[config.mk]
export PLATFORM = sky130hd
export DESIGN_NAME = cct_clock_throttle
export DESIGN_NICKNAME = d
export VERILOG_FILES = /design/src/rtl/cct_pkg.sv /design/src/rtl/cct_throttle_gen.sv /design/src/rtl/cct_event_route.sv /design/src/rtl/cct_clock_throttle.sv
export SDC_FILE = /design/constraint.sdc
export NUM_CORES = 1
export LEC_CHECK = 0
export CORE_ASPECT_RATIO = 0.7
export CORE_MARGIN = 5
export CORE_UTILIZATION = 58
export CTS_BUF_LIST = sky130_fd_sc_hd__clkbuf_4 sky130_fd_sc_hd__clkbuf_8
export CTS_CLUSTER_SIZE = 14
export DETAILED_ROUTE_END_ITERATION = 7
export DONT_BUFFER_PORTS = 1
export GPL_TIMING_DRIVEN = 0
export PLACE_DENSITY = 0.76
export SYNTH_ARGS = -nofsm -noshare
export SYNTH_HDL_FRONTEND = slang
export SYNTH_HIERARCHICAL = 1
export SYNTH_SLANG_ARGS = --single-unit
[constraint.sdc]
create_clock -name clk_i -period 2.4 [get_ports clk_i]
set_clock_uncertainty 0.2 [all_clocks]
set_input_delay 0.48 -clock clk_i [delete_from_list [all_inputs] [get_ports clk_i]]
set_output_delay 0.48 -clock clk_i [all_outputs]
set_load 0.1 [all_outputs]
[src/rtl/cct_pkg.sv]
// cct_pkg: register map, field positions, reset values and timing for the
// processor clock throttle block.
// assumes a 40 MHz system clock and a 32 kHz suspend clock sampled as a level.
package cct_pkg;

	// i/o offsets from the power-management base
	localparam logic [7:0] OFS_ACPI_CTRL = 8'h04;
	localparam logic [7:0] OFS_GEN_EN = 8'h0e;
	localparam logic [7:0] OFS_PROC_CTRL = 8'h10;
	localparam logic [7:0] OFS_CLK_STATUS = 8'h12;
	localparam logic [7:0] OFS_LEVEL_TWO_READ_REGISTER = 8'h14;
	localparam logic [7:0] OFS_LEVEL_THREE_READ_REGISTER = 8'h15;
	localparam logic [7:0] OFS_GLB_EN = 8'h20;

	// processor_control fields
	localparam int PC_DUTY_LSB = 1;
	localparam int PC_DUTY_W = 3;
	localparam int PC_THROTTLE_EN = 4;
	localparam int PC_CLOCK_CTRL_EN = 5;
	localparam int PC_BURST_EN = 6;
	localparam int PC_CACHE_SLEEP_EN = 7;

	// general_event_enable fields
	localparam int GE_THERMAL = 0;
	localparam int GE_USB = 8;
	localparam int GE_GEN_INPUT = 9;
	localparam int GE_RING = 10;
	localparam int GE_LID = 11;

	// acpi control and global enable fields
	localparam int AC_ACPI_ROUTE = 0;
	localparam int GB_THERMAL_BREAK = 2;

	// status vector order towards the event router
	localparam int EV_THERMAL = 0;
	localparam int EV_USB = 1;
	localparam int EV_GEN_INPUT = 2;
	localparam int EV_RING = 3;
	localparam int EV_LID = 4;
	localparam int EV_COUNT = 5;

	// writable bit masks, reserved bits read zero
	localparam logic [15:0] MASK_GEN_EN = 16'h0f01;
	localparam logic [7:0] MASK_PROC_CTRL = 8'hfe;
	localparam logic [15:0] MASK_GLB_EN = 16'h0004;
	localparam logic [15:0] MASK_ACPI_CTRL = 16'h0001;

	localparam logic [15:0] RST_GEN_EN = 16'h0000;
	localparam logic [7:0] RST_PROC_CTRL = 8'h00;
	localparam logic [15:0] RST_GLB_EN = 16'h0000;
	localparam logic [15:0] RST_ACPI_CTRL = 16'h0000;

	// timing in suspend-clock ticks
	localparam int SUSPEND_CLK_HZ = 32768;
	localparam int THERMAL_OVERRIDE_MS = 2000;
	localparam int THERMAL_TICKS = THERMAL_OVERRIDE_MS * SUSPEND_CLK_HZ / 1000;
	localparam int BURST_TICKS = 4;

	typedef enum logic [2:0] {
		ST_RUN,
		ST_STOP,
		ST_STOP_ARMED,
		ST_THROTTLE,
		ST_BURST
	} cct_state_type;

endpackage

[src/rtl/cct_throttle_gen.sv]
// cct_throttle_gen: stop-clock duty generator over one throttle period.
// assumes tick_i is a one-cycle pulse per suspend-clock period.
`timescale 1ns/1ps
`default_nettype none
module cct_throttle_gen #(
	parameter int DUTY_W = 3
) (
	input wire logic clk_i, // system clock
	input wire logic rst_i, // async reset, active high
	input wire logic tick_i, // suspend clock edge pulse
	input wire logic run_i, // throttling active
	input wire logic [DUTY_W-1:0] duty_i, // duty code
	output logic assert_o // stop-clock request
);

	generate
		if (DUTY_W < 1 || DUTY_W > 8) begin : g_chk
			$error("cct_throttle_gen: DUTY_W out of range");
		end
	endgenerate

	localparam logic [DUTY_W:0] PERIOD = (DUTY_W+1)'(1 << DUTY_W);

	logic [DUTY_W-1:0] phase_reg;
	logic [DUTY_W:0] on_ticks;

	assign on_ticks = PERIOD - {1'b0, duty_i};

	always_ff @(posedge clk_i or posedge rst_i) begin
		if (rst_i) begin
			phase_reg <= '0;
		end else if (!run_i) begin
			phase_reg <= '0;
		end else if (tick_i) begin
			phase_reg <= phase_reg + 1'b1;
		end
	end

	// code zero is reserved: never asserts
	always_ff @(posedge clk_i or posedge rst_i) begin
		if (rst_i) begin
			assert_o <= 1'b0;
		end else begin
			assert_o <= run_i && (duty_i != '0) && ({1'b0, phase_reg} < on_ticks);
		end
	end

endmodule // cct_throttle_gen
`default_nettype wire

[src/rtl/cct_event_route.sv]
// cct_event_route: routes enabled status bits to smi, acpi irq, resume and break.
// assumes status inputs are levels held by the status register outside.
`timescale 1ns/1ps
`default_nettype none
module cct_event_route (
	input wire logic clk_i, // system clock
	input wire logic rst_i, // async reset, active high
	input wire logic [cct_pkg::EV_COUNT-1:0] status_i, // status levels
	input wire logic [15:0] gen_en_i, // general_event_enable
	input wire logic acpi_route_i, // route to acpi irq
	output logic smi_n_o, // smi level, active low
	output logic acpi_irq_o, // acpi irq level
	output logic resume_o, // resume pulse
	output logic wake_o // hardware wake pulse
);

	logic [cct_pkg::EV_COUNT-1:0] en;
	logic [cct_pkg::EV_COUNT-1:0] prev_reg;
	logic [cct_pkg::EV_COUNT-1:0] active;
	logic [cct_pkg::EV_COUNT-1:0] rise;
	logic smi_src;
	logic acpi_src;
	logic resume_src;

	assign en[cct_pkg::EV_THERMAL] = gen_en_i[cct_pkg::GE_THERMAL];
	assign en[cct_pkg::EV_USB] = gen_en_i[cct_pkg::GE_USB];
	assign en[cct_pkg::EV_GEN_INPUT] = gen_en_i[cct_pkg::GE_GEN_INPUT];
	assign en[cct_pkg::EV_RING] = gen_en_i[cct_pkg::GE_RING];
	assign en[cct_pkg::EV_LID] = gen_en_i[cct_pkg::GE_LID];
	assign active = status_i & en;
	assign rise = active & ~prev_reg;

	// lid, general input, thermal may reach smi
	assign smi_src = !acpi_route_i && (active[cct_pkg::EV_LID] || active[cct_pkg::EV_GEN_INPUT]
		|| active[cct_pkg::EV_THERMAL]);
	// ring and usb need route enable for acpi irq
	assign acpi_src = acpi_route_i && (active != '0);
	// ring, usb, lid, general input resume; thermal does not
	assign resume_src = (rise & ~(cct_pkg::EV_COUNT'(1) << cct_pkg::EV_THERMAL)) != '0;

	always_ff @(posedge clk_i or posedge rst_i) begin
		if (rst_i) begin
			prev_reg <= '0;
			smi_n_o <= 1'b1;
			acpi_irq_o <= 1'b0;
			resume_o <= 1'b0;
			wake_o <= 1'b0;
		end else begin
			prev_reg <= active;
			smi_n_o <= !smi_src;
			acpi_irq_o <= acpi_src;
			resume_o <= resume_src;
			wake_o <= rise != '0;
		end
	end

endmodule // cct_event_route
`default_nettype wire

[src/rtl/cct_clock_throttle.sv]
// cct_clock_throttle: processor stop-clock / cache-sleep control with manual
// throttling, level-two/three entry, break and burst events and thermal override.
// assumes a synchronous i/o port with one-cycle read and write strobes.
`timescale 1ns/1ps
`default_nettype none
module cct_clock_throttle #(
	parameter int THERMAL_TICKS = cct_pkg::THERMAL_TICKS
) (
	input wire logic clk_i, // 40 MHz system clock
	input wire logic rst_i, // async reset, active high
	input wire logic suspend_clk_i, // 32 kHz suspend clock, sampled
	input wire logic [7:0] io_addr_i, // i/o offset
	input wire logic io_rd_i, // read strobe
	input wire logic io_wr_i, // write strobe
	input wire logic [15:0] io_wdata_i, // write data
	output logic [15:0] io_rdata_o, // read data, next cycle
	input wire logic thermal_alarm_n_i, // thermal alarm, active low
	input wire logic lid_event_status_i, // lid status level
	input wire logic ring_event_status_i, // ring status level
	input wire logic usb_wake_status_bit_i, // usb status level
	input wire logic general_input_event_status_i, // gpi status level
	input wire logic thermal_event_status_i, // thermal status level
	output logic cpu_stop_clock_n_o, // stop-clock, active low
	output logic cache_sleep_out_o, // cache sleep, active high
	output logic system_management_irq_n_o, // smi, active low
	output logic acpi_irq_o, // acpi interrupt level
	output logic resume_event_o // resume pulse
);

	generate
		if (THERMAL_TICKS < 1 || THERMAL_TICKS > 131070) begin : g_chk
			$error("cct_clock_throttle: THERMAL_TICKS out of range");
		end
	endgenerate

	localparam logic [16:0] THERMAL_LIMIT = 17'(THERMAL_TICKS);
	localparam logic [2:0] BURST_LAST = 3'(cct_pkg::BURST_TICKS - 1);

	logic [15:0] gen_en_reg;
	logic [7:0] proc_ctrl_reg;
	logic [15:0] glb_en_reg;
	logic [15:0] acpi_ctrl_reg;
	cct_pkg::cct_state_type state_reg;
	cct_pkg::cct_state_type state_next;
	logic slow_prev_reg;
	logic [16:0] thermal_cnt_reg;
	logic override_reg;
	logic thermal_break_reg;
	logic [2:0] burst_cnt_reg;
	logic tick;
	logic clock_ctrl_en;
	logic throttle_en;
	logic burst_en;
	logic level_two_read_register_rd;
	logic lvl_rd;
	logic wake;
	logic brk_evt;
	logic throttling;
	logic pwm_on;
	logic stop_assert;
	logic in_stop;

	function automatic logic hit(input logic [7:0] addr, input logic [7:0] ofs);
		hit = addr == ofs;
	endfunction

	assign tick = suspend_clk_i && !slow_prev_reg;
	assign clock_ctrl_en = proc_ctrl_reg[cct_pkg::PC_CLOCK_CTRL_EN];
	assign throttle_en = proc_ctrl_reg[cct_pkg::PC_THROTTLE_EN];
	assign burst_en = proc_ctrl_reg[cct_pkg::PC_BURST_EN];
	assign level_two_read_register_rd = io_rd_i && hit(io_addr_i, cct_pkg::OFS_LEVEL_TWO_READ_REGISTER);
	assign lvl_rd = level_two_read_register_rd || (io_rd_i && hit(io_addr_i, cct_pkg::OFS_LEVEL_THREE_READ_REGISTER));
	assign in_stop = state_reg == cct_pkg::ST_STOP || state_reg == cct_pkg::ST_STOP_ARMED;
	// no gating by the alarm level here
	assign brk_evt = wake || thermal_break_reg;

	// reset high so a slow clock already high at release gives no false tick
	always_ff @(posedge clk_i or posedge rst_i) begin
		if (rst_i) begin
			slow_prev_reg <= 1'b1;
		end else begin
			slow_prev_reg <= suspend_clk_i;
		end
	end

	always_ff @(posedge clk_i or posedge rst_i) begin
		if (rst_i) begin
			gen_en_reg <= cct_pkg::RST_GEN_EN;
			proc_ctrl_reg <= cct_pkg::RST_PROC_CTRL;
			glb_en_reg <= cct_pkg::RST_GLB_EN;
			acpi_ctrl_reg <= cct_pkg::RST_ACPI_CTRL;
		end else if (io_wr_i) begin
			if (hit(io_addr_i, cct_pkg::OFS_GEN_EN)) begin
				gen_en_reg <= io_wdata_i & cct_pkg::MASK_GEN_EN;
			end
			if (hit(io_addr_i, cct_pkg::OFS_PROC_CTRL)) begin
				proc_ctrl_reg <= io_wdata_i[7:0] & cct_pkg::MASK_PROC_CTRL;
			end
			if (hit(io_addr_i, cct_pkg::OFS_GLB_EN)) begin
				glb_en_reg <= io_wdata_i & cct_pkg::MASK_GLB_EN;
			end
			if (hit(io_addr_i, cct_pkg::OFS_ACPI_CTRL)) begin
				acpi_ctrl_reg <= io_wdata_i & cct_pkg::MASK_ACPI_CTRL;
			end
		end
	end

	// level registers read as zero; the read itself is the trigger
	always_ff @(posedge clk_i or posedge rst_i) begin
		if (rst_i) begin
			io_rdata_o <= 16'h0000;
		end else if (io_rd_i) begin
			unique case (io_addr_i)
				cct_pkg::OFS_GEN_EN: io_rdata_o <= gen_en_reg;
				cct_pkg::OFS_PROC_CTRL: io_rdata_o <= {8'h00, proc_ctrl_reg};
				cct_pkg::OFS_GLB_EN: io_rdata_o <= glb_en_reg;
				cct_pkg::OFS_ACPI_CTRL: io_rdata_o <= acpi_ctrl_reg;
				cct_pkg::OFS_CLK_STATUS: io_rdata_o <= {10'h000, !cpu_stop_clock_n_o,
					override_reg, 1'b0, state_reg};
				default: io_rdata_o <= 16'h0000;
			endcase
		end
	end

	always_comb begin
		state_next = state_reg;
		unique case (state_reg)
			cct_pkg::ST_RUN: begin
				if (clock_ctrl_en && lvl_rd) begin
					// level-two read with throttle set arms throttling
					state_next = (level_two_read_register_rd && throttle_en) ? cct_pkg::ST_STOP_ARMED : cct_pkg::ST_STOP;
				end else if (clock_ctrl_en && throttle_en) begin
					state_next = cct_pkg::ST_THROTTLE;
				end
			end
			cct_pkg::ST_STOP: begin
				if (!clock_ctrl_en) begin
					state_next = cct_pkg::ST_RUN;
				end else if (brk_evt) begin
					state_next = burst_en ? cct_pkg::ST_BURST : cct_pkg::ST_RUN;
				end
			end
			cct_pkg::ST_STOP_ARMED: begin
				if (!clock_ctrl_en) begin
					state_next = cct_pkg::ST_RUN;
				end else if (brk_evt) begin
					state_next = cct_pkg::ST_THROTTLE;
				end
			end
			cct_pkg::ST_THROTTLE: begin
				// either enable clearing ends it; breaks ignored
				if (!clock_ctrl_en || !throttle_en) begin
					state_next = cct_pkg::ST_RUN;
				end else if (level_two_read_register_rd) begin
					state_next = cct_pkg::ST_STOP_ARMED;
				end
			end
			cct_pkg::ST_BURST: begin
				if (!clock_ctrl_en) begin
					state_next = cct_pkg::ST_RUN;
				end else if (tick && burst_cnt_reg == BURST_LAST) begin
					state_next = cct_pkg::ST_STOP;
				end
			end
			default: state_next = cct_pkg::ST_RUN;
		endcase
	end

	always_ff @(posedge clk_i or posedge rst_i) begin
		if (rst_i) begin
			state_reg <= cct_pkg::ST_RUN;
		end else begin
			state_reg <= state_next;
		end
	end

	always_ff @(posedge clk_i or posedge rst_i) begin
		if (rst_i) begin
			burst_cnt_reg <= 3'h0;
		end else if (state_reg != cct_pkg::ST_BURST) begin
			burst_cnt_reg <= 3'h0;
		end else if (tick) begin
			burst_cnt_reg <= burst_cnt_reg + 3'h1;
		end
	end

	// count alarm time in slow ticks in every state but ST_RUN
	always_ff @(posedge clk_i or posedge rst_i) begin
		if (rst_i) begin
			thermal_cnt_reg <= 17'h0_0000;
		end else if (thermal_alarm_n_i || state_reg == cct_pkg::ST_RUN) begin
			thermal_cnt_reg <= 17'h0_0000;
		end else if (tick && thermal_cnt_reg <= THERMAL_LIMIT) begin
			thermal_cnt_reg <= thermal_cnt_reg + 17'h0_0001;
		end
	end

	// override holds until alarm release or clock control enable clears, state left as it was
	always_ff @(posedge clk_i or posedge rst_i) begin
		if (rst_i) begin
			override_reg <= 1'b0;
		end else if (thermal_alarm_n_i || !clock_ctrl_en) begin
			override_reg <= 1'b0;
		end else if (in_stop && thermal_cnt_reg > THERMAL_LIMIT) begin
			override_reg <= 1'b1;
		end
	end

	// one break pulse as override ends on alarm release
	always_ff @(posedge clk_i or posedge rst_i) begin
		if (rst_i) begin
			thermal_break_reg <= 1'b0;
		end else begin
			thermal_break_reg <= override_reg && thermal_alarm_n_i
				&& glb_en_reg[cct_pkg::GB_THERMAL_BREAK];
		end
	end

	assign throttling = state_reg == cct_pkg::ST_THROTTLE || override_reg;

	cct_throttle_gen #(
		.DUTY_W(cct_pkg::PC_DUTY_W)
	) u_throttle (
		.clk_i(clk_i),
		.rst_i(rst_i),
		.tick_i(tick),
		.run_i(throttling),
		.duty_i(proc_ctrl_reg[cct_pkg::PC_DUTY_LSB +: cct_pkg::PC_DUTY_W]),
		.assert_o(pwm_on)
	);

	cct_event_route u_route (
		.clk_i(clk_i),
		.rst_i(rst_i),
		.status_i({lid_event_status_i, ring_event_status_i, general_input_event_status_i,
			usb_wake_status_bit_i, thermal_event_status_i}),
		.gen_en_i(gen_en_reg),
		.acpi_route_i(acpi_ctrl_reg[cct_pkg::AC_ACPI_ROUTE]),
		.smi_n_o(system_management_irq_n_o),
		.acpi_irq_o(acpi_irq_o),
		.resume_o(resume_event_o),
		.wake_o(wake)
	);

	// throttled toggling, plain stop holds asserted
	assign stop_assert = throttling ? pwm_on : in_stop;

	always_ff @(posedge clk_i or posedge rst_i) begin
		if (rst_i) begin
			cpu_stop_clock_n_o <= 1'b1;
			cache_sleep_out_o <= 1'b0;
		end else begin
			cpu_stop_clock_n_o <= !stop_assert;
			// cache sleep follows only when enabled
			cache_sleep_out_o <= stop_assert && proc_ctrl_reg[cct_pkg::PC_CACHE_SLEEP_EN];
		end
	end

endmodule // cct_clock_throttle
`default_nettype wire

==> results.md, run 1 <==
* Placed Instances at 398
* ANT nets after route at 0
* Largest register FFs at 17
* Worst endpoint data arrival time at 2610 ps
* Fin worst setup slack at -140 ps
* Cell Rows at 23
* Ys Warns at 6
* Synthesis-to-layout area growth at 17.3%
* Crit-path max FO at 4
* Via/cell ratio at 6.02
* Kind of critical path: flop to flop
* Final net count at 392
* FF+latch count, synth at 67
* Setup TNS at -1120 ps
* Peak Freq at 394 MHz
* Peak supply drop at 380 uV
* DRC at 0
* Reg2reg end: thermal_cnt_reg[15]
* Max Buffers Root-to-Sink at 2
* Vias in the first global route at 2584
* Pre-antenna DRT Iters at 6
* RSZ-0062 raised after global routing: true
* Fin. max-slew vios at 0
* Final Cycle Share at 106%
* WL final at 7540 microns
* Logic pwr share at 6.2%
* Initial Util at 59.0%
* Count of cell types in the netlist at 52
* Core Footprint at 5640 sq um
* Drt wl/cell at 17.6 microns
* PD cells at 583 nW/um^2
* Most common cell after layout, fill and taps aside: dfrtp_1
* Worst-Skew Late Latency at 340 ps
* H-tree levels at 3
* Seq/Total Area, Yosys at 50.5%
* Min cycle time layout at 2540 ps
* Actual slew at the worst max-slew pin at 911 ps
* Worst hold start: io_wdata_i[3]
* Fin. Hold Viols at 0
* Failing checks: negative setup slack
* Iter 0 DRT Violations at 227
* Die Width at 101 microns
* LEAKAGE at 0.00170 uW
* Status: finished, violations left
* Number of setup violations in the final report at 14
* Crit path required time at 2470 ps
* Internal Power at 1690 uW
* Max_cap viols at 0
* Port Buf Inserts at 0
* Post-DP HPWL at 5200 microns
* Clock power frac at 40.7%
* Synthesized area per cell at 10.4 sq um
* P_sw at 590 uW
* Min Hold Slack at 85.0 ps
* Startpoint class of the critical path: flop
* Placed Instance Area at 3470 sq um
* Synth Cell Area at 3330 sq um
* Total CTS buffers at 9
* CTS tree: done
* Syn Inst Count at 319
* Final instance area at 3910 sq um
* Gr ovfl total at 0
* Most common flop cell mapped by yosys: dfrtp_1
* R2R Path Start: thermal_cnt_reg[4]
* Worst Hold Depth at 1
* Die area at 7380 sq um
* Switching part of the total power at 25.9%
* Post-synthesis async set-or-reset flop share at 100%
* Layout Cells excl Fill at 428
* Pin count of the biggest net entering global routing at 40
* Flop2flop setup slack at -140 ps
* DR vias at 2576
* Post-synth EDFFs at 0
* Slew HR at 39.3%
* Worst Hold Class: input pin to flop
* CP Capture Type: flop
* Die Y at 73.4 microns
* Clk slew on worst S/H paths at 70 ps
* I/O pins at 56
* WHS Endpoint: proc_ctrl_reg[3]
* Antenna violations before repair at 0
* Sequential share of power at 53.1%
* Total track usage at 21.9%
* Layout cells sized above 1 at 24.1%
* Clk sink count at 67
* RePlAce Congestion at 0.850
* Commonest non-fill, non-tap cells in the layout: dfrtp_1 (62), inv_1 (25), nand2_1 (18)
* R2R depth at 5
* CTS root buf: clkbuf_8
* First-pass GRT wire length at 12600 microns
* # diodes at 0
==> per-layer routing <==
layer / share of wire (%) / GRT usage, % / up-vias
li1: - / - / 1218
met1: 47 / 30.4 / 1266
met2: 46 / 33.3 / 80
met3: 6.2 / 7.21 / 12
met4: 1.2 / 5.98 / 0
met5: 0 / 0 / -
==> cell type report <==
type / instances / area (sq um)
clock inverters: 6 / 66.3
well taps: 75 / 93.8
clock buffers: 10 / 131
repair buffers: 16 / 144
inverters: 29 / 110
plain buffers: 17 / 119
fillers: 412 / 1740
flip-flops and latches: 67 / 1680
multi-input cells: 208 / 1560
==> worst max path at each step <==
stage	start	end	slack (ps)	cells past startpoint
2_1_floorplan	thermal_cnt_reg[0]	thermal_cnt_reg[7]	-4	7
3_3_place_gp	thermal_cnt_reg[9]	thermal_cnt_reg[3]	-190	6
3_5_place_dp	thermal_cnt_reg[9]	thermal_cnt_reg[8]	-220	6
4_1_cts	thermal_cnt_reg[0]	thermal_cnt_reg[6]	-130	7
5_1_grt	thermal_cnt_reg[0]	thermal_cnt_reg[3]	-210	7
6_report	thermal_cnt_reg[4]	thermal_cnt_reg[15]	-140	5
==> logic make-up after synthesis <==
kind of cell             synth area share, %
AND/OR/NAND/NOR                         17.4
AO/OA/AOI/OAI                           14.8
flip-flops                              50.5
buffers and inverters                   5.79
multiplexers                            6.92
adder cells (fa/ha/maj)                 3.38
XOR/XNOR                                1.05
other                                  0.113
==> per-stage QoR <==
step | total power [uW] | util, % | setup WS, ps
global placement | 1360 | 61.1 | -192
detailed placement | 1370 | 61.4 | -217
global route | 2370 | 69.2 | -209
floorplan | 1340 | - | -3.55
CTS | 2300 | 67.8 | -130
finish | 2280 | 69.2 | -140
==> power groups by stage <==
stage                     sequential, uW  clock, uW  combinational, uW
after global placement              1230          0                129
after global routing                1210       1000                160
final                               1210        928                142
after floorplan                     1220          0                112
after CTS                           1210        943                144
after detailed placement            1230          0                137
==> repair_timing <==
action | CTS | global route
endpoints found under the hold margin | 28 | 0
cloned | 2 | 0
endpoints found under the setup margin | 17 | 19
pin swaps | 13 | 4
resized for setup | 18 | 13
hold buffers | 3 | 0
buffers inserted | 4 | 6
==> Yosys cell counts, drive strengths merged, types with 3 or more instances <==
| library cell | n | share of area (%) |
|---|---|---|
| or2 | 4 | 0.75 |
| a21oi | 21 | 3.2 |
| dfstp | 3 | 2.4 |
| buf | 5 | 1.1 |
| nand3 | 12 | 1.8 |
| nor2b | 3 | 0.56 |
| xnor2 | 3 | 0.79 |
| nand2 | 19 | 2.2 |
| ha | 9 | 3.4 |
| mux2i | 5 | 1.5 |
| o31ai | 12 | 2.7 |
| o21ai | 5 | 0.75 |
| or3 | 4 | 0.75 |
| a22o | 4 | 1.1 |
| dfrtp | 64 | 48 |
| nand4 | 7 | 1.3 |
| nand2b | 5 | 0.94 |
| o211ai | 3 | 0.68 |
| o41ai | 3 | 0.79 |
| nor2 | 9 | 1.0 |
| or4 | 17 | 3.8 |
| and3 | 3 | 0.56 |
| and4 | 3 | 0.79 |
| clkbuf | 13 | 1.5 |
| inv | 27 | 3.0 |
| nor3 | 5 | 0.75 |
| mux2 | 16 | 5.4 |
| o2bb2ai | 6 | 1.6 |
==> critical path: stages, from the launching register on <==
cell and delay, ps:
dfrtp_1 410, or4_4 550, o41a_1 510, buf_4 170, or4_4 500, a21oi_2 130
Note: power is estimated with default switching activity, not from simulation.
==> run 2, diff against run 1 <==
--- a/config.mk
+++ b/config.mk
@@ -5,6 +5,7 @@
 export SDC_FILE = /design/constraint.sdc
 export NUM_CORES = 1
 export LEC_CHECK = 0
+export ABC_AREA = 1
 export CORE_ASPECT_RATIO = 0.7
 export CORE_MARGIN = 5
 export CORE_UTILIZATION = 58
@@ -12,7 +13,6 @@
 export CTS_CLUSTER_SIZE = 14
 export DETAILED_ROUTE_END_ITERATION = 7
 export DONT_BUFFER_PORTS = 1
-export GPL_TIMING_DRIVEN = 0
 export PLACE_DENSITY = 0.76
 export SYNTH_ARGS = -nofsm -noshare
 export SYNTH_HDL_FRONTEND = slang
==> results.md, run 2 <==
* Post-synth EDFFs at 0 (unchanged)
* Initial Util at 59.4% (+0.40 points)
* Worst endpoint data arrival time at 1220 ps (-1390 ps)
* Fin. max-slew vios at 0 (unchanged)
* Cell Rows at 24 (+4.3%)
* First-pass GRT wire length at 14200 microns (+12%)
* Layout cells sized above 1 at 11.9% (-12 points)
* Place WS at 551 ps (+768 ps)
* Pre-antenna DRT Iters at 5 (-1)
* Die Y at 76.6 microns (+4.4%)
* Post-cts repair resize count at 0 (-18)
* Min cycle time layout at 1900 ps (-645 ps)
* Final net count at 558 (+42%)
* CTS root buf: clkbuf_8
* Placed Instance Area at 3850 sq um (+11%)
* Yosys top cell area share at 43.6% (-4.5 points)
* Actual slew at the worst max-slew pin at 519 ps (-391 ps)
* Layout Cells excl Fill at 597 (+39%)
* Top cells by area, synth: dfrtp_1 (44%), nand2_1 (15%), nor2_1 (7.0%)
* CP Capture Type: output pin
* Final core utilization at 65.5% (-3.7 points)
* Worst-Skew Late Latency at 340 ps (about the same)
* Fin. Hold Viols at 0 (unchanged)
* Most common cell after layout, fill and taps aside: nand2_1
* Peak Freq at 528 MHz (+34%)
* Number of setup violations in the final report at 0 (-14)
* Setup TNS at 0 ps (+1120 ps)
* Total CTS buffers at 9 (unchanged)
* Syn Inst Count at 493 (+55%)
* Core Footprint at 6190 sq um (+9.7%)
* Flop2flop setup slack at 540 ps (+680 ps)
* DR vias at 3144 (+22%)
* Top-count cell post-synth: nand2_1
* Vias in the first global route at 2974 (+15%)
* Worst Hold Class: input pin to flop
* Worst hold start: io_rd_i
* PD cells at 716 nW/um^2 (+23%)
* Kind of critical path: flop to output pin
* Largest register FFs at 17 (unchanged)
* Seq/Total Area, Yosys at 45.7% (-4.8 points)
* Antenna violations before repair at 0 (unchanged)
* Commonest cells in the netlist: nand2_1 (147), nor2_1 (69), dfrtp_1 (64)
* FF+latch count, synth at 67 (unchanged)
* Final Cycle Share at 79.0% (-27 points)
* RSZ-0062 raised after global routing: false
* Clk slew on worst S/H paths at 70 ps (about the same)
* Pin count of the biggest net entering global routing at 42 (+5.0%)
* I/O pins at 56 (unchanged)
* Post-synthesis async set-or-reset flop share at 100% (unchanged)
* Startpoint class of the critical path: flop
* Synthesis-to-layout area growth at 10.3%
* R2R Path Start: thermal_cnt_reg[0]
* Clk sink count at 67 (unchanged)
* Status: finished clean
* Gr ovfl total at 0 (unchanged)
* Count of cell types in the netlist at 34 (-35%)
* Max_cap viols at 0 (unchanged)
* Fin worst setup slack at 505 ps (+645 ps)
* Synth Cell Area at 3670 sq um (+10%)
* DRC at 0 (unchanged)
* Via/cell ratio at 5.27 (-13%)
* H-tree levels at 3 (unchanged)
* Ys Warns at 6 (unchanged)
* Peak supply drop at 431 uV (+13%)
* WHS Endpoint: io_rdata_o[1]
* LEAKAGE at 0.00206 uW (+21%)
* Slew HR at 65.4% (+26 points)
* Port Buf Inserts at 0 (unchanged)
* CTS tree: done
* Largest area contributor in the netlist: dfrtp_1
* # diodes at 0 (unchanged)
* Die area at 8050 sq um (+9.2%)
* CP startpoint: cpu_stop_clock_n_o
* RePlAce Congestion at 0.883 (+3.9%)
* Reg2reg end: thermal_cnt_reg[11]
* Max Buffers Root-to-Sink at 2 (unchanged)
* R2R depth at 10 (+5)
* Crit path required time at 1720 ps (-750 ps)
* Worst Hold Depth at 2 (+1)
* Most common flop cell mapped by yosys: dfrtp_1
* WL final at 8120 microns (+7.8%)
* Synthesized area per cell at 7.45 sq um (-29%)
* Iter 0 DRT Violations at 272 (+20%)
* Total track usage at 21.4% (-0.54 points)
* Final instance area at 4050 sq um (+3.8%)
* Setup Buffers After CTS at 0 (-4)
* Die Width at 105 microns (+4.6%)
* ANT nets after route at 0 (unchanged)
* Commonest non-fill, non-tap cells in the layout: nand2_1 (147), nor2_1 (69), dfrtp_1 (64)
* Drt wl/cell at 13.6 microns (-23%)
* Crit-path max FO at 2 (-2)
* Placed Instances at 579 (+45%)
* Post-DP HPWL at 6150 microns (+18%)
run 2: cell types whose count changed after synthesis, sizes merged, moves of 10 or more:
cell / before / now
a21oi: 21 / 11
clkbuf: 13 / 1
or4: 17 / 0
inv: 27 / 57
mux2: 16 / 0
o21ai: 5 / 20
nor2: 9 / 80
nand3: 12 / 48
nand2: 19 / 151
run 2: cell type report:
cell class,instances,area (sq um)
inverters,58,218
flip-flops and latches,67,1680
well taps,78,97.6
fillers,536,2130
clock buffers,12,159
multi-input cells,359,1710
repair buffers,19,160
clock inverters,4,25.0
run 2: how the worst max path moves through the flow:
| stage | end | cells after the start |
|---|---|---|
| final | cpu_stop_clock_n_o | 0 |
| after global routing | thermal_cnt_reg[14] | 9 |
| after CTS | cpu_stop_clock_n_o | 0 |
| after detailed placement | thermal_cnt_reg[9] | 10 |
| after global placement | thermal_cnt_reg[14] | 10 |
| after floorplan | acpi_ctrl_reg[0] | 1 |
run 2: what timing repair did:
| item | in CTS | in global routing |
|---|---|---|
| hold buffers | 2 | 0 |
| setup endpoints to repair | 0 | 0 |
| endpoints found under the hold margin | 26 | 0 |
run 2: cell families (layout without fill, tap and decap cells):
| family | count (synthesis) | in the layout | synth area share, % |
|---|---|---|---|
| multiplexers | 1 | 1 | 0.272 |
| AO/OA/AOI/OAI | 42 | 42 | 6.64 |
| XOR/XNOR | 8 | 8 | 1.91 |
| flip-flops | 67 | 67 | 45.7 |
| adder cells (fa/ha/maj) | 9 | 9 | 3.06 |
| AND/OR/NAND/NOR | 295 | 295 | 34.3 |
| buffers and inverters | 70 | 93 | 7.97 |
| other | 1 | 4 | 0.102 |
run 2: power by group:
group,switching [uW],internal (uW)
Clock,421,439
Combinational,502,181
Sequential,140,1220
run 2: through the flow:
| step | power, uW | hold WS [ps] |
|---|---|---|
| 3_3_place_gp | 2030 | 58.9 |
| 6_report | 2900 | 45.9 |
| 4_1_cts | 2920 | 38.4 |
| 3_5_place_dp | 2060 | 62.6 |
| 2_1_floorplan | 1910 | 46.1 |
| 5_1_grt | 3070 | 42.1 |
run 2: per-layer routing:
layer  GRT usage, %  vias up  part of all wire, %
li1               -     1595                    -
met5              0        -                    0
met1           30.5     1449                   48
met3           6.44       10                  7.1
met4           5.11        0                 0.98
met2           32.0       90                   44
==> run 3, diff against run 2 <==
--- a/config.mk
+++ b/config.mk
@@ -5,7 +5,7 @@
 export SDC_FILE = /design/constraint.sdc
 export NUM_CORES = 1
 export LEC_CHECK = 0
-export ABC_AREA = 1
+export ABC_AREA = 0
 export CORE_ASPECT_RATIO = 0.7
 export CORE_MARGIN = 5
 export CORE_UTILIZATION = 58
==> constraint.sdc (replaced) <==
create_clock -name clk_i -period 1.7 [get_ports clk_i]
set_clock_uncertainty 0.2 [all_clocks]
set_input_delay 0.34 -clock clk_i [delete_from_list [all_inputs] [get_ports clk_i]]
set_output_delay 0.34 -clock clk_i [all_outputs]
set_load 0.1 [all_outputs]
==> results.md, run 3 (same netlist as run 1, synthesis figures left out) <==
* Status: finished, violations left
* Failing checks: negative setup slack
* Final net count at 459 (-18%)
* WL final at 11500 microns (+41%)
* Final Cycle Share at 153%
* Final core utilization at 83.3% (+18 points)
* Worst hold start: io_addr_i[5]
* Core Footprint at 5640 sq um (-8.8%)
* RSZ-0062 raised after global routing: true
* PD cells at 746 nW/um^2 (+4.1%)
* Worst-Skew Late Latency at 360 ps (+20 ps)
* Initial Util at 59.0% (-0.40 points)
* Crit-path max FO at 8 (+6)
* # diodes at 0 (unchanged)
* Largest register FFs at 17 (unchanged)
* Via/cell ratio at 6.44 (+22%)
* Layout cells sized above 1 at 37.1% (+25 points)
* Fin worst setup slack at -909 ps (-1410 ps)
* Max_cap viols at 0 (unchanged)
* CTS root buf: clkbuf_8
* Total CTS buffers at 9 (unchanged)
* LEAKAGE at 0.00211 uW (+2.2%)
* Die Y at 73.4 microns (-4.2%)
* Gr ovfl total at 0 (unchanged)
* Port Buf Inserts at 0 (unchanged)
* Antenna violations before repair at 0 (unchanged)
* P_sw at 928 uW (-13%)
* RePlAce Congestion at 0.912 (+3.3%)
* H-tree levels at 3 (unchanged)
* Area of the multi-input gates at 1670 sq um (-2.3%)
* Drt wl/cell at 23.2 microns (+70%)
* Commonest non-fill, non-tap cells in the layout: dfrtp_1 (64), buf_4 (64), inv_1 (22)
* Crit path required time at 1780 ps (+60 ps)
* ANT nets after route at 0 (unchanged)
* CP Capture Type: flop
* Logic pwr share at 10.4% (-13 points)
* R2R Path Start: thermal_cnt_reg[4]
* Delay-heaviest family, CP: simple AND/OR/NAND/NOR gates
* Vias in the first global route at 3176 (+6.8%)
* CP Buf/Inv Count at 1
* Max Buffers Root-to-Sink at 2 (unchanged)
* DR vias at 3186 (+1.3%)
* Number of setup violations in the final report at 20 (+20)
* Switching part of the total power at 26.5% (-10 points)
* Slew HR at 61.5% (-3.8 points)
* Fin. Hold Viols at 0 (unchanged)
* Crit path max-delay cell type: or4_1
* First-pass GRT wire length at 16700 microns (+18%)
* Placed Instance Area at 3970 sq um (+3.2%)
* Internal Power at 2580 uW (+40%)
* Die area at 7380 sq um (-8.4%)
* Clock power frac at 42.4% (+13 points)
* Reg2reg end: thermal_cnt_reg[2]
* Storage cell area at 1680 sq um (unchanged)
* Clk slew on worst S/H paths at 70 ps (about the same)
* Iter 0 DRT Violations at 321 (+18%)
* CP cell instances: or4_1, o41a_1, buf_4, or4_1, a21oi_1
* Startpoint class of the critical path: flop
* Worst Hold Depth at 2 (unchanged)
* Kind of critical path: flop to flop
* Clk sink count at 67 (unchanged)
* DRC at 0 (unchanged)
* Flop2flop setup slack at -910 ps (-1450 ps)
* Total track usage at 29.9% (+8.5 points)
* Min cycle time layout at 2610 ps
* Final instance area at 4700 sq um (+16%)
* Actual slew at the worst max-slew pin at 570 ps (+50.3 ps)
* Critical Path Most Common Cell: or4_1
* Post-DP HPWL at 6200 microns (+0.82%)
* R2R depth at 5 (-5)
* Number of filler cells placed in the layout at 282 (-47%)
* Pin count of the biggest net entering global routing at 55 (+31%)
* Die Width at 101 microns (-4.4%)
* I/O pins at 56 (unchanged)
* Sequential share of power at 47.2% (+0.4 points)
* Slowest stage delay, CP at 590 ps
* Worst endpoint data arrival time at 2690 ps (+1470 ps)
* Pre-antenna DRT Iters at 5 (unchanged)
* Worst Hold Class: input pin to flop
* Synthesis-to-layout area growth at 41.2%
* WHS Endpoint: glb_en_reg[2]
* Cell Rows at 23 (-4.2%)
* Fin. max-slew vios at 0 (unchanged)
* Peak supply drop at 632 uV (+47%)
* CTS tree: done
* Peak Freq at 383 MHz
run 3: power by group through the flow:
stage / combinational [uW] / sequential [uW] / clock, uW
after CTS: 341 / 1650 / 1460
final: 364 / 1650 / 1490
after floorplan: 175 / 1730 / 0
after global placement: 279 / 1680 / 0
after detailed placement: 287 / 1680 / 0
after global routing: 389 / 1650 / 1570
run 3: area by class of cell:
class	instances	share of cell area (%)
sequential	67	35.8
multi-input combinational	209	35.6
timing repair buffer	99	19.5
clock buffer	9	2.64
inverter	29	2.56
tap	75	2.00
clock inverter	7	1.97
run 3: how the worst max path moves through the flow:
stage | from | end | slack (ps) | cells past startpoint
floorplan | thermal_cnt_reg[0] | thermal_cnt_reg[7] | -670 | 8
finish | thermal_cnt_reg[4] | thermal_cnt_reg[2] | -910 | 5
global placement | thermal_cnt_reg[4] | thermal_cnt_reg[2] | -740 | 5
CTS | thermal_cnt_reg[0] | thermal_cnt_reg[15] | -810 | 7
detailed placement | thermal_cnt_reg[0] | thermal_cnt_reg[15] | -830 | 7
global route | thermal_cnt_reg[4] | thermal_cnt_reg[2] | -930 | 5
run 3: metrics by stage:
| stage | worst slack [ps] | instances | hold WS, ps | total power [uW] | setup TNS [ps] |
|---|---|---|---|---|---|
| 3_3_place_gp | -744 | 442 | -77.9 | 1960 | -12810 |
| 2_1_floorplan | -669 | 322 | -93.9 | 1900 | -10780 |
| 5_1_grt | -934 | 495 | 15.8 | 3610 | -15310 |
| 6_report | -909 | 495 | 12.7 | 3500 | -14470 |
| 4_1_cts | -813 | 490 | 15.1 | 3450 | -12490 |
| 3_5_place_dp | -826 | 442 | -76.1 | 1970 | -14410 |
run 3: routing by layer:
| layer | wire length, microns | vias to the layer above | GRT usage (%) |
|---|---|---|---|
| li1 | - | 1357 | - |
| met1 | 4590 | 1586 | 40.9 |
| met2 | 5500 | 205 | 47.6 |
| met3 | 1060 | 38 | 7.21 |
| met4 | 320 | 0 | 9.27 |
| met5 | 0 | - | 0 |
run 3: what timing repair did:
item	CTS	global route
cloned	1	1
gates resized for setup	21	17
setup buffers	10	4
hold buffers	21	0
pin swaps	7	5
endpoints found under the setup margin	21	22
endpoints found under the hold margin	97	0
run 3: worst register-to-register path: stages, from the launching register on:
cell and delay [ps]:
dfrtp_1 380, or4_1 590, o41a_1 520, buf_4 200, or4_1 500, a21oi_1 150
